`src/design/ccf_pkg.sv`:
```
// package: register offset, field positions and carrier types for the comparator control flags
package ccf_pkg;
    // special-function register offset of the control register
    localparam logic [7:0] CCF_CTRL_ADDR = 8'h9E;
    // reset value of the whole register
    localparam logic [7:0] CCF_CTRL_RESET = 8'h00;
    // field positions
    localparam int CCF_BIT_ENABLE = 7;
    localparam int CCF_BIT_RESULT = 6;
    localparam int CCF_BIT_RISE = 5;
    localparam int CCF_BIT_FALL = 4;
    localparam int CCF_POS_HYS_HI = 3;
    localparam int CCF_POS_HYS_LO = 2;
    localparam int CCF_NEG_HYS_HI = 1;
    localparam int CCF_NEG_HYS_LO = 0;
    // hysteresis code that switches negative hysteresis off
    localparam logic [1:0] CCF_NEG_HYS_OFF = 2'h0;
    // synchroniser stages
    localparam int CCF_SYNC_STAGES = 2;

    // special-function bus request
    typedef struct packed {
        logic wr;         // write strobe
        logic rd;         // read strobe
        logic [7:0] addr; // register address
        logic [7:0] wdata; // write data
    } ccf_bus_req_t;

    // settings forwarded to the analog core
    typedef struct packed {
        logic enable;
        logic [1:0] pos_hys;
        logic [1:0] neg_hys;
    } ccf_analog_cfg_t;
endpackage : ccf_pkg

```
`src/design/ccf_top.sv`:
```
// file: control and status register bank of one voltage comparator
`timescale 1ns/1ns
`default_nettype none
//Operation
// - bit 7 enables the comparator
// - bit 6 reads live comparison result
// - bit 5 sets on rising output edge
// - bit 4 sets on falling output edge
// - bits 3-2 select positive hysteresis
// - bits 1-0 select negative hysteresis
// - event flags sticky until software clears
// - disabled: pin output low, events suspended
module ccf_top
    import ccf_pkg::*;
(
    input wire logic CLK_SYS,
    input wire logic RESET,
    input wire logic SFR_WR,
    input wire logic SFR_RD,
    input wire logic [7:0] SFR_ADDR,
    input wire logic [7:0] SFR_WDATA,
    input wire logic CMP_RAW,
    output logic [7:0] SFR_RDATA,
    output logic CMP_EN,
    output logic [1:0] CMP_POS_HYS,
    output logic [1:0] CMP_NEG_HYS,
    output logic CMP_PIN_OUT,
    output logic RISE_EVENT_FLAG,
    output logic FALL_EVENT_FLAG
);
    ccf_bus_req_t req; // bundled bus request
    ccf_analog_cfg_t cfg_ff; // settings held for the analog core
    ccf_analog_cfg_t nxt_cfg;
    logic rise_ff; // sticky rising flag
    logic nxt_rise;
    logic fall_ff; // sticky falling flag
    logic nxt_fall;
    logic result_ff; // synchronised result seen by software
    logic nxt_result;
    logic pin_ff; // gated pin output
    logic nxt_pin;
    logic [7:0] rdata_ff; // read data register
    logic [7:0] nxt_rdata;
    logic level; // synchronised comparator output
    logic rise; // one-cycle rising edge
    logic fall; // one-cycle falling edge
    logic hit_wr; // write to our register
    logic hit_rd; // read of our register

    assign req = '{wr: SFR_WR, rd: SFR_RD, addr: SFR_ADDR, wdata: SFR_WDATA};
    assign hit_wr = req.wr && (req.addr == CCF_CTRL_ADDR);
    assign hit_rd = req.rd && (req.addr == CCF_CTRL_ADDR);

    // raw analog output is asynchronous to the system clock
    ccf_sync_edge #(
        .STAGES(CCF_SYNC_STAGES)
    ) u_sync (
        .clk(CLK_SYS),
        .rst(RESET),
        .async_in(CMP_RAW),
        .level(level),
        .rise(rise),
        .fall(fall)
    );

    // build the image of the control register as software sees it
    function automatic logic [7:0] ccf_image(input ccf_analog_cfg_t c, input logic res,
                                              input logic rf, input logic ff);
        logic [7:0] v;
        v = CCF_CTRL_RESET;
        v[CCF_BIT_ENABLE] = c.enable;
        v[CCF_BIT_RESULT] = res;
        v[CCF_BIT_RISE] = rf;
        v[CCF_BIT_FALL] = ff;
        v[CCF_POS_HYS_HI:CCF_POS_HYS_LO] = c.pos_hys;
        v[CCF_NEG_HYS_HI:CCF_NEG_HYS_LO] = c.neg_hys;
        return v;
    endfunction : ccf_image

    // next state of settings, flags and outputs
    always_comb begin
        nxt_cfg = cfg_ff;
        nxt_rise = rise_ff;
        nxt_fall = fall_ff;
        if (hit_wr) begin
            // writable fields take the written value
            nxt_cfg.enable = req.wdata[CCF_BIT_ENABLE];
            nxt_cfg.pos_hys = req.wdata[CCF_POS_HYS_HI:CCF_POS_HYS_LO];
            nxt_cfg.neg_hys = req.wdata[CCF_NEG_HYS_HI:CCF_NEG_HYS_LO];
            // only a zero clears; writing one leaves the flag alone
            if (!req.wdata[CCF_BIT_RISE]) begin
                nxt_rise = 1'b0;
            end
            if (!req.wdata[CCF_BIT_FALL]) begin
                nxt_fall = 1'b0;
            end
        end
        // hardware set wins over a same-cycle clear; gated while off
        if (cfg_ff.enable && rise) begin
            nxt_rise = 1'b1;
        end
        if (cfg_ff.enable && fall) begin
            nxt_fall = 1'b1;
        end
        // result tracks the live comparator
        nxt_result = level;
        // pin held low while disabled
        nxt_pin = cfg_ff.enable & level;
        // read data reflects state at the moment of the read
        nxt_rdata = hit_rd ? ccf_image(cfg_ff, result_ff, rise_ff, fall_ff) : 8'h00;
    end

    // register everything; all clears to zero
    always_ff @(posedge CLK_SYS) begin
        if (RESET) begin
            cfg_ff <= '0;
            rise_ff <= 1'b0;
            fall_ff <= 1'b0;
            result_ff <= 1'b0;
            pin_ff <= 1'b0;
            rdata_ff <= CCF_CTRL_RESET;
        end else begin
            cfg_ff <= nxt_cfg;
            rise_ff <= nxt_rise;
            fall_ff <= nxt_fall;
            result_ff <= nxt_result;
            pin_ff <= nxt_pin;
            rdata_ff <= nxt_rdata;
        end
    end

    // outputs straight from flip-flops
    assign SFR_RDATA = rdata_ff;
    assign CMP_EN = cfg_ff.enable;
    assign CMP_POS_HYS = cfg_ff.pos_hys;
    assign CMP_NEG_HYS = cfg_ff.neg_hys;
    assign CMP_PIN_OUT = pin_ff;
    assign RISE_EVENT_FLAG = rise_ff;
    assign FALL_EVENT_FLAG = fall_ff;

    // enable write reaches the core next cycle
    property p_enable_write;
        @(posedge CLK_SYS) disable iff (RESET)
        hit_wr |=> (CMP_EN == $past(req.wdata[CCF_BIT_ENABLE]));
    endproperty
    a_enable_write: assert property (p_enable_write) else $error("enable not written");

    // result bit follows synchronised level one cycle later
    property p_result;
        @(posedge CLK_SYS) disable iff (RESET)
        1'b1 |=> (result_ff == $past(level));
    endproperty
    a_result: assert property (p_result) else $error("result stale");

    // enabled rising edge sets the flag
    property p_rise_set;
        @(posedge CLK_SYS) disable iff (RESET)
        (rise && cfg_ff.enable) |=> RISE_EVENT_FLAG;
    endproperty
    a_rise_set: assert property (p_rise_set) else $error("rise flag not set");

    // enabled falling edge sets the flag
    property p_fall_set;
        @(posedge CLK_SYS) disable iff (RESET)
        (fall && cfg_ff.enable) |=> FALL_EVENT_FLAG;
    endproperty
    a_fall_set: assert property (p_fall_set) else $error("fall flag not set");

    // positive hysteresis follows write
    property p_pos_hys;
        @(posedge CLK_SYS) disable iff (RESET)
        hit_wr |=> (CMP_POS_HYS == $past(req.wdata[CCF_POS_HYS_HI:CCF_POS_HYS_LO]));
    endproperty
    a_pos_hys: assert property (p_pos_hys) else $error("positive hysteresis wrong");

    // negative hysteresis holds without a write
    property p_neg_hys;
        @(posedge CLK_SYS) disable iff (RESET)
        !hit_wr |=> $stable(CMP_NEG_HYS);
    endproperty
    a_neg_hys: assert property (p_neg_hys) else $error("negative hysteresis moved");

    // flag stays set without a clearing write
    property p_sticky;
        @(posedge CLK_SYS) disable iff (RESET)
        (RISE_EVENT_FLAG && !(hit_wr && !req.wdata[CCF_BIT_RISE])) |=> RISE_EVENT_FLAG;
    endproperty
    a_sticky: assert property (p_sticky) else $error("rise flag dropped");

    // pin low and no new flags while disabled
    property p_disabled;
        @(posedge CLK_SYS) disable iff (RESET)
        (!CMP_EN && !hit_wr && !RISE_EVENT_FLAG && !FALL_EVENT_FLAG)
            |=> (!RISE_EVENT_FLAG && !FALL_EVENT_FLAG && !CMP_PIN_OUT);
    endproperty
    a_disabled: assert property (p_disabled) else $error("disabled comparator active");

    // clear by zero write, unless an edge lands together
    property p_clear;
        @(posedge CLK_SYS) disable iff (RESET)
        (hit_wr && !req.wdata[CCF_BIT_FALL] && !(fall && cfg_ff.enable)) |=> !FALL_EVENT_FLAG;
    endproperty
    a_clear: assert property (p_clear) else $error("fall flag not cleared");
endmodule : ccf_top
`default_nettype wire

```
`src/design/ccf_sync_edge.sv`:
```
// file: synchroniser and edge detector for the raw comparator output
`timescale 1ns/1ns
`default_nettype none
module ccf_sync_edge
    import ccf_pkg::*;
#(
    parameter int STAGES = CCF_SYNC_STAGES
) (
    input wire logic clk,
    input wire logic rst,
    input wire logic async_in,
    output logic level,
    output logic rise,
    output logic fall
);
    logic [STAGES-1:0] sync_ff; // sync chain, bit 0 is the first stage
    logic [STAGES-1:0] nxt_sync;
    logic prev_ff; // last synchronised sample
    logic nxt_prev;

    // shift the chain; only the last stage is looked at
    always_comb begin
        nxt_sync = {sync_ff[STAGES-2:0], async_in};
        nxt_prev = sync_ff[STAGES-1];
    end

    // register the chain, clear on reset
    always_ff @(posedge clk) begin
        if (rst) begin
            sync_ff <= '0;
            prev_ff <= 1'b0;
        end else begin
            sync_ff <= nxt_sync;
            prev_ff <= nxt_prev;
        end
    end

    // edges from successive synchronised samples
    assign level = sync_ff[STAGES-1];
    assign rise = level & ~prev_ff;
    assign fall = ~level & prev_ff;
endmodule : ccf_sync_edge
`default_nettype wire

```
`config.mk`:
```
export PLATFORM = sky130hd
export DESIGN_NAME = ccf_top
export DESIGN_NICKNAME = d
export VERILOG_FILES = /design/src/design/ccf_pkg.sv /design/src/design/ccf_top.sv /design/src/design/ccf_sync_edge.sv
export SDC_FILE = /design/constraint.sdc
export NUM_CORES = 1
export LEC_CHECK = 0
export ABC_CLOCK_PERIOD_IN_PS = 1200
export CAP_MARGIN = 15
export CORE_MARGIN = 8
export CORE_UTILIZATION = 25
export CTS_CLUSTER_DIAMETER = 120
export CTS_CLUSTER_SIZE = 14
export DETAILED_ROUTE_END_ITERATION = 12
export DONT_BUFFER_PORTS = 1
export MAX_ROUTING_LAYER = met4
export SYNTH_ARGS = -nofsm -noshare
export SYNTH_HDL_FRONTEND = slang
export SYNTH_HIERARCHICAL = 1
export SYNTH_SLANG_ARGS = --single-unit
```
`constraint.sdc`:
```
create_clock -name CLK_SYS -period 1.2 [get_ports CLK_SYS]
set_input_delay 0 -clock CLK_SYS [delete_from_list [all_inputs] [get_ports CLK_SYS]]
set_output_delay 0 -clock CLK_SYS [all_outputs]
set_load 0.02 [all_outputs]
```
==> flow_summary_export.csv, run 1 <==
group,metric,value,unit
logic_synthesis,synth_area,741,um^2
critical_path,crit_arrival,1290,ps
critical_path,crit_type,"flip-flop to flip-flop",
cells_and_area,diodes,0,
hold_path,hold_class,"input port to flip-flop",
place,dp_hpwl,1220,um
place,place.port_buffers,0,
logic_synthesis,syn_inst,62,
sta,hold_viol,0,
cells_and_area,seq_area,400,um^2
cells_and_area,final_cell_area,996,um^2
sta,min_period,1100,ps
power,p_int,1.06,mW
critical_path,path_max_fanout,4,
routing,routed_wl,1680,um
cts,path_clk_slew,110,ps
cells_and_area,finalNetCount,104,
critical_path,r2r_setup_slack,100,ps
grt,grt_start_max_net_pins,13,
sta,timing.hold.ws,29.4,ps
logic_synthesis,ys_types,14,
cts,cts_sinks,20,
sta,slew_viol_final,0,
cts,clock_latency,290,ps
grt,grt_pass1_wl,2610,um
place,gp_congestion,0.731,
routing,firstDrtPassIters,2,
cells_and_area,syn_to_final_growth,34.5,%
power,p_sw_frac,0.175,
routing,wl_per_cell,14.8,um
grt,met3_usage,0.0311,
cts,cts_resized,0,
logic_synthesis,syn_nets,83,
cells_and_area,nFillCells,270,
power,clkPwrFrac,0.419,
cells_and_area,fin_util,0.358,
power,leakagePower,0.377,nW
routing,drtIter0Drc,3,
grt,grt_pass1_vias,562,
place,postPlaceCellArea,783,um^2
die,fp.dieArea,0.00496,mm^2
sta,skew,1.28,ps
sta,fmax,0.907,GHz
grt,antenna_found_initial,0,
die,initial_utilization,0.266,
sta,post-route-period-util,0.919,
routing,vias,489,
critical_path,worst-endpoint-required,1390,ps
routing,via_per_inst,4.33,
die,num_io_pins,37,
sta,finalSetupTns,0,ps
sta,max-slew-margin-rel,0.698,
die,core,0.00278,mm^2
sta,worstMarginPinSlew,451,ps
grt,track_usage,0.0696,
cts,cts_made_buffers,3,
routing,drc,0,
critical_path,worst_setup_path_start_kind,"flip-flop",
cells_and_area,multi_input_area,333,um^2
power,p_sw,224,uW
die,die_w,70.4,um
grt,top_usage_layer,"met2",
cts,htreeDepth,1,
logic_synthesis,synth_seq_area_share,0.541,
cts,cts-root-buf,"clkbuf_4",
place,dp.cells,93,
power,max-vdd-ir-drop,1.05,mV
power,p_seq_frac,0.523,
sta,setup_viol,0,
power,p_per_area,1290,mW/mm^2
power,p_comb_frac,0.058,
logic_synthesis,synth_area_per_cell,11.9,um^2
critical_path,end_kind,"flip-flop",
run_status,status,"finished, final reports clean",
job,drv_cap,0,
die,die_h,70.4,um
cts,cts_tree,"done",
grt,met1_usage,0.0765,
cells_and_area,drive_gt1_frac,0.110,
grt,grt_use_met2,0.106,
cts,cts_setup_buffers,0,
routing,ant_nets,0,
grt,grt-ovfl-total,0,
die,rows,19,
cells_and_area,final_cells,113,
logic_synthesis,yosysWarnings,6,
logic_synthesis,yosys_register_bits,20,
sta,rsz0062_at_grt,"false",
cts,cts_buffer_depth,2,
layout make-up:
cell class	count	share of cell area
clock inverters	1	0.0302
flip-flops and latches	20	0.402
clock buffers	3	0.0226
inverters	1	0.00377
multi-input cells	40	0.334
repair buffers	17	0.168
well taps	31	0.0389
timing repair:
| item | 4_1_cts | 5_1_grt |
|---|---|---|
| endpoints found under the hold margin | 20 | 0 |
| endpoints found under the setup margin | 0 | 8 |
| hold buffers | 16 | 0 |
per-stage QoR:
| step | power [mW] | setup WS, ps |
|---|---|---|
| 2_1_floorplan | 0.716 | 359 |
| 3_3_place_gp | 0.715 | 212 |
| 3_5_place_dp | 0.716 | 153 |
| 4_1_cts | 1.30 | 8.45 |
| 5_1_grt | 1.33 | 7.33 |
| 6_report | 1.28 | 97.6 |
power groups by stage:
stage	clock network [mW]	registers (mW)	logic, mW
final	0.538	0.671	0.0742
after global routing	0.578	0.672	0.0793
after CTS	0.555	0.671	0.0734
after detailed placement	0	0.686	0.0299
after global placement	0	0.686	0.0294
after floorplan	0	0.685	0.0308
metal layers:
layer  share of wire  routed length (um)
met1            0.45                 760
met2            0.48                 797
met3           0.070                 118
met4               0                   0
met5               0                   0
cell usage in the layout, fill, tap and decap left out, drive strengths merged:
| master | instances |
|---|---|
| and2 | 9 |
| dlygate4sd3 | 16 |
| nor4b | 1 |
| nor3 | 1 |
| bufinv | 1 |
| clkbuf | 3 |
| nand4b | 1 |
| nor2b | 6 |
| nand4bb | 1 |
| dfxtp | 20 |
| inv | 1 |
| a21oi | 2 |
| nand2 | 2 |
| buf | 1 |
| o41ai | 2 |
| mux2i | 5 |
| nand2b | 10 |
registers in the layout, indices dropped and copies added (netlist names), 2 cells and up:
signal          cells
CMP_NEG_HYS         2
CMP_POS_HYS         2
SFR_RDATA           8
u_sync/sync_ff      2
path summary, 6_finish.rpt:
path	start	to	cells past startpoint
hold reg to reg	result_ff	SFR_RDATA[6]	1
setup / recovery	u_sync/sync_ff[1]	u_sync/prev_ff	2
setup reg to reg	u_sync/sync_ff[1]	u_sync/prev_ff	2
hold / removal	SFR_RD	SFR_RDATA[2]	2
Yosys cell counts, drive strengths merged:
cell	number	area (um^2)
and2	9	56.3
nand4bb	1	27.5
clkbuf	1	3.75
inv	1	3.75
nor4b	1	23.8
mux2i	5	50.1
nor3	1	16.3
nand4b	1	23.8
a21oi	2	10.0
nand2	2	7.51
nor2b	6	37.5
nand2b	10	62.6
o41ai	2	17.5
dfxtp	20	400
worst max-delay path: stages, from the launching register on:
cell	delay [ps]
dfxtp_1	340
nor2b_1	120
dlygate4sd3_1	540
kinds of logic after synthesis:
| family | Yosys count | synth area share |
|---|---|---|
| AND/OR/NAND/NOR | 31 | 0.345 |
| flip-flops | 20 | 0.541 |
| multiplexers | 5 | 0.0676 |
| AO/OA/AOI/OAI | 4 | 0.0372 |
| buffers and inverters | 2 | 0.0101 |
Note: power is estimated with default switching activity, not from simulation.
==> run 2: changes to the inputs <==
ABC_AREA = 1   (was default)
==> run 2 against run 1 <==
Setup slack improved by 56 ps. Count of clock-buffer cells in the layout increased by 1. Die area increased by 0.91%. Combinational power increased by 0.9%. Core utilization decreased by 3.7 points. Clock power decreased by 30%. Area after synthesis increased by 1.2%. Power decreased by 12%. Design area decreased by 4.9%. Sequential cell count unchanged. Clock skew increased by 1.7 ps. Highest routed layer is now met4.
==> flow_summary_export.csv, run 2 <==
group,metric,value,unit
run_status,status,"finished, final reports clean",
sta,worstMarginPinSlew,315,ps
routing,via_per_inst,4.07,
cts,path_clk_slew,100,ps
routing,ant_nets,0,
die,die_w,70.8,um
cells_and_area,diodes,0,
power,leakagePower,0.388,nW
power,p_per_area,1190,mW/mm^2
critical_path,worst-endpoint-required,1430,ps
cells_and_area,most-common-layout-cells,"inv_1 (24), dfxtp_1 (20), nor2_1 (20)",
cts,cts_sinks,20,
power,p_int,893,uW
critical_path,rr_worst_depth,4,
sta,finalSetupTns,0,ps
cts,htreeDepth,1,
routing,wl_per_cell,11.6,um
cells_and_area,final_cell_area,947,um^2
die,die_h,70.8,um
logic_synthesis,synth_common_cells,"inv_1 (24), dfxtp_1 (20), nor2_1 (20), nand2_1 (14), o21ai_1 (5)",
sta,fmax,0.956,GHz
logic_synthesis,syn_inst,96,
cts,cts_tree,"done",
cts,cts_made_buffers,3,
die,rows,20,
logic_synthesis,syn_nets,117,
sta,rsz0062_at_grt,"false",
die,initial_utilization,0.254,
cts,cts-root-buf,"clkbuf_4",
place,place.port_buffers,0,
routing,vias,590,
routing,drtIter0Drc,10,
cells_and_area,final_cells,145,
cts,cts_setup_buffers,0,
critical_path,critPathLaunch,"RESET",
critical_path,end_kind,"flip-flop",
sta,slew_viol_final,0,
grt,grt_pass1_wl,2860,um
critical_path,rr_endpoint,"CMP_EN",
cells_and_area,drive_gt1_frac,0.107,
power,p_seq_frac,0.598,
logic_synthesis,synth_area_per_cell,7.81,um^2
grt,track_usage,0.0754,
grt,antenna_found_initial,0,
power,p_comb_frac,0.067,
sta,min_period,1050,ps
logic_synthesis,synth_area,749,um^2
logic_synthesis,synth_seq_area_share,0.534,
power,p_sw,230,uW
logic_synthesis,async_flop_share,0,
critical_path,worst_setup_path_start_kind,"input port",
hold_path,hold_class,"input port to flip-flop",
cells_and_area,syn_to_final_growth,26.4,%
logic_synthesis,yosys.area.top_type,"dfxtp_1",
place,dp.cells,129,
power,clkPwrFrac,0.336,
critical_path,crit_end,"SFR_RDATA[7]",
cells_and_area,largest_reg_flops,8,
power,max-vdd-ir-drop,0.604,mV
cts,cts_resized,0,
power,p_sw_frac,0.205,
cells_and_area,finalNetCount,134,
grt,grt_pass1_vias,628,
job,drv_cap,0,
place,postPlaceCellArea,791,um^2
critical_path,crit_type,"input port to flip-flop",
critical_path,r2r_setup_slack,310,ps
critical_path,path_max_fanout,8,
critical_path,crit_arrival,1280,ps
power,power,1.12,mW
logic_synthesis,ys_types,14,
cts,clock_latency,290,ps
grt,grt-ovfl-total,0,
place,gp_congestion,0.725,
logic_synthesis,yosysTopAreaCellShare,0.534,
logic_synthesis,ys.flop_type,"dfxtp_1",
logic_synthesis,synth_edf_count,0,
hold_path,worst_hold_path.num_cells,4,
sta,setup_viol,0,
sta,max-slew-margin-rel,0.790,
logic_synthesis,yosys_register_bits,20,
logic_synthesis,synthTopCellsByArea,"dfxtp_1 (53%), inv_1 (12%), nor2_1 (10%), nand2_1 (7.0%), o21ai_1 (3.3%)",
die,num_io_pins,37,
logic_synthesis,synth.most_common_cell,"inv_1",
grt,grt_start_max_net_pins,12,
sta,hold_viol,0,
routing,firstDrtPassIters,2,
cts,cts_buffer_depth,2,
logic_synthesis,yosysWarnings,6,
sta,skew,3.01,ps
routing,drc,0,
critical_path,r2r-start,"CMP_EN",
cells_and_area,final_common_cell,"inv_1",
sta,post-route-period-util,0.872,
routing,routed_wl,1690,um
die,fp.dieArea,0.00501,mm^2
place,dp_hpwl,1290,um
die,core,0.00295,mm^2
[run 2: changes by cell type after synthesis, moves of 6 or more]
cell	previous run	this run
inv_1	1	24
nor2b_1	6	0
nor2_1	0	20
and2_1	9	0
nand2_1	2	14
nand2b_1	10	0
[run 2: power groups by stage]
stage	Combinational [mW]	Sequential, mW	Clock, mW
2_1_floorplan	0.0328	0.686	0
3_5_place_dp	0.0379	0.687	0
4_1_cts	0.0731	0.672	0.401
6_report	0.0749	0.671	0.377
5_1_grt	0.0840	0.673	0.440
3_3_place_gp	0.0364	0.687	0
[run 2: cell type report]
class / count / area (um^2)
Fill cell: 326 / 2010
Sequential cell: 20 / 400
Multi-Input combinational cell: 51 / 255
Timing Repair Buffer: 12 / 120
Inverter: 25 / 93.8
Tap cell: 33 / 41.3
Clock buffer: 4 / 36.3
[run 2: worst min path at each step]
stage | end | startpoint | slack, ps
after floorplan | FALL_EVENT_FLAG | RESET | 70
after global placement | RISE_EVENT_FLAG | RESET | 70
after detailed placement | FALL_EVENT_FLAG | RESET | 70
after CTS | RISE_EVENT_FLAG | SFR_WDATA[5] | 2
after global routing | SFR_RDATA[5] | SFR_ADDR[1] | 30
final | SFR_RDATA[5] | SFR_ADDR[1] | 40
[run 2: per-stage QoR]
step           hold slack (ps)  utilization  worst slack, ps
2_1_floorplan             69.1            -              417
3_3_place_gp              71.6        0.268              336
3_5_place_dp              73.2        0.268              327
4_1_cts                   2.30        0.317              112
5_1_grt                   28.8        0.321             26.3
6_report                  37.2        0.321              154
[run 2: kinds of logic (layout without fill, tap and decap cells)]
group,count (synthesis),after routing,share of synthesized area
compound gates,7,7,0.0467
flops,20,20,0.534
buf+inv,25,41,0.125
simple gates,44,44,0.294
[run 2: worst max-delay path, stage by stage]
cell and delay (ps):
dlygate4sd3_1 650, inv_1 220, nand4_2 260, nor2_1 150
[run 2: what timing repair did]
item,4_1_cts,5_1_grt
endpoints found under the setup margin,0,0
hold endpoints to repair,20,1
hold buffers,11,1
[run 2: routing by layer]
layer / vias to the layer above / routed length [um] / global-route usage
met3: 4 / 192 / 0.0508
met2: 21 / 893 / 0.128
met5: - / 0 / -
met1: 252 / 572 / 0.0650
met4: 0 / 28 / 0.0277
li1: 313 / - / -
==> run 3: changes to the inputs <==
PLACE_DENSITY = 0.39   (was default)
==> run 3 against run 2 <==
Clock power up 2%. Sequential share of layout area unchanged. Clock skew up 5.2 ps. Largest power group unchanged. Via count down 2.0%. Design area unchanged. Global-route usage down 0.52 points. Die area unchanged. Register-to-register slack about the same. Power up 0.75%. Largest cell class unchanged. Core utilization unchanged. Sequential cell count unchanged. Fmax down 1.6%.
==> flow_summary_export.csv, run 3 (synthesis results as in run 2) <==
group,metric,value,unit
cells_and_area,final_common_cell,"inv_1",
job,drv_cap,0,
sta,finalSetupTns,0,ps
sta,skew,8.23,ps
sta,setup_viol,0,
critical_path,crit_arrival,1290,ps
cells_and_area,final_cell_area,947,um^2
routing,firstDrtPassIters,3,
power,p_seq_frac,0.593,
cells_and_area,final_cells,145,
routing,routed_wl,1690,um
cts,cts-root-buf,"clkbuf_4",
power,p_per_area,1190,mW/mm^2
die,core,0.00295,mm^2
routing,wl_per_cell,11.6,um
grt,grt_pass1_vias,557,
critical_path,end_kind,"flip-flop",
routing,drc,0,
cts,cts_setup_buffers,0,
cts,cts_sinks,20,
power,clkPwrFrac,0.340,
cells_and_area,finalNetCount,134,
routing,via_per_inst,3.99,
place,dp_hpwl,1290,um
sta,worstMarginPinSlew,312,ps
critical_path,crit_type,"input port to flip-flop",
routing,wl_met1,782,um
sta,hold_viol,0,
hold_path,hold_class,"input port to flip-flop",
cts,cts_buffer_depth,2,
routing,top_layer,"met4",
critical_path,worst-endpoint-required,1430,ps
grt,grt-ovfl-total,0,
place,postPlaceCellArea,791,um^2
run_status,status,"finished, final reports clean",
cts,cts_tree,"done",
critical_path,path_max_fanout,8,
cts,clock_latency,300,ps
cells_and_area,diodes,0,
sta,rsz0062_at_grt,"false",
grt,track_usage,0.0703,
sta,max-slew-margin-rel,0.792,
grt,grt_start_max_net_pins,12,
die,initial_utilization,0.254,
grt,antenna_found_initial,0,
routing,drtIter0Drc,22,
place,place.port_buffers,0,
cells_and_area,fin_util,0.321,
routing,vias,578,
routing,wl_met3,175,um
power,p_sw_frac,0.211,
die,die_w,70.8,um
place,gp_congestion,0.678,
cells_and_area,syn_to_final_growth,26.4,%
cts,htreeDepth,1,
cells_and_area,most-common-layout-cells,"inv_1 (24), dfxtp_1 (20), nor2_1 (20)",
sta,fmax,0.940,GHz
sta,slew_viol_final,0,
power,p_comb_frac,0.067,
place,dp.cells,129,
die,fp.dieArea,0.00501,mm^2
die,num_io_pins,37,
sta,min_period,1060,ps
critical_path,worst_setup_path_start_kind,"input port",
cts,cts_made_buffers,3,
grt,grt_pass1_wl,2660,um
routing,dr_wl_met2,716,um
die,rows,20,
die,die_h,70.8,um
routing,ant_nets,0,
power,leakagePower,0.388,nW
cells_and_area,drive_gt1_frac,0.107,
cells_and_area,largest_reg_flops,8,
power,max-vdd-ir-drop,0.731,mV
power,p_sw,239,uW
cts,path_clk_slew,110,ps
sta,post-route-period-util,0.886,
power,p_int,893,uW
## run 3: cell counts in the layout (fill, tap and decap cells not counted)
Identical to the previous run, type by type.
## run 3: layer usage
metal  up-vias  GRT usage
met5         -          -
met4         0     0.0208
met2        20      0.101
met1       242     0.0764
li1        314          -
met3         2     0.0480
## run 3: repair_timing
| action | CTS | global route |
|---|---|---|
| gates resized for setup | 0 | 0 |
| hold buffers | 12 | 0 |
| endpoints found under the hold margin | 20 | 0 |
## run 3: power by group through the flow
| stage | combinational [mW] | sequential [mW] | clock, mW |
|---|---|---|---|
| final | 0.0755 | 0.672 | 0.385 |
| after global routing | 0.0827 | 0.673 | 0.423 |
| after CTS | 0.0756 | 0.672 | 0.403 |
| after detailed placement | 0.0378 | 0.687 | 0 |
| after global placement | 0.0372 | 0.687 | 0 |
| after floorplan | 0.0328 | 0.686 | 0 |
## run 3: through the flow
stage / hold slack [ps] / total power [mW] / setup WS [ps]
2_1_floorplan: 69.1 / 0.719 / 417
3_3_place_gp: 72.4 / 0.724 / 330
3_5_place_dp: 72.9 / 0.725 / 321
4_1_cts: 34.8 / 1.15 / 115
5_1_grt: 55.6 / 1.18 / 15.9
6_report: 51.7 / 1.13 / 137
## run 3: layout make-up
| cell class | count | area (um^2) |
|---|---|---|
| multi-input combinational | 51 | 255 |
| timing repair buffer | 12 | 120 |
| fill | 325 | 2010 |
| sequential | 20 | 400 |
| tap | 33 | 41.3 |
| clock buffer | 4 | 36.3 |
| inverter | 25 | 93.8 |
## run 3: final timing paths
path	cells after the start	slack (ps)	end	start
worst max-delay path	4	140	SFR_RDATA[7]	RESET
worst min-delay path	4	50	SFR_RDATA[5]	SFR_ADDR[7]
worst max register to register	4	310	CMP_EN	CMP_EN
worst min register to register	2	400	SFR_RDATA[6]	result_ff
## run 3: critical path, cell delays in order
cell and delay [ps]:
dlygate4sd3_1 650, inv_1 230, nand4_2 270, nor2_1 140
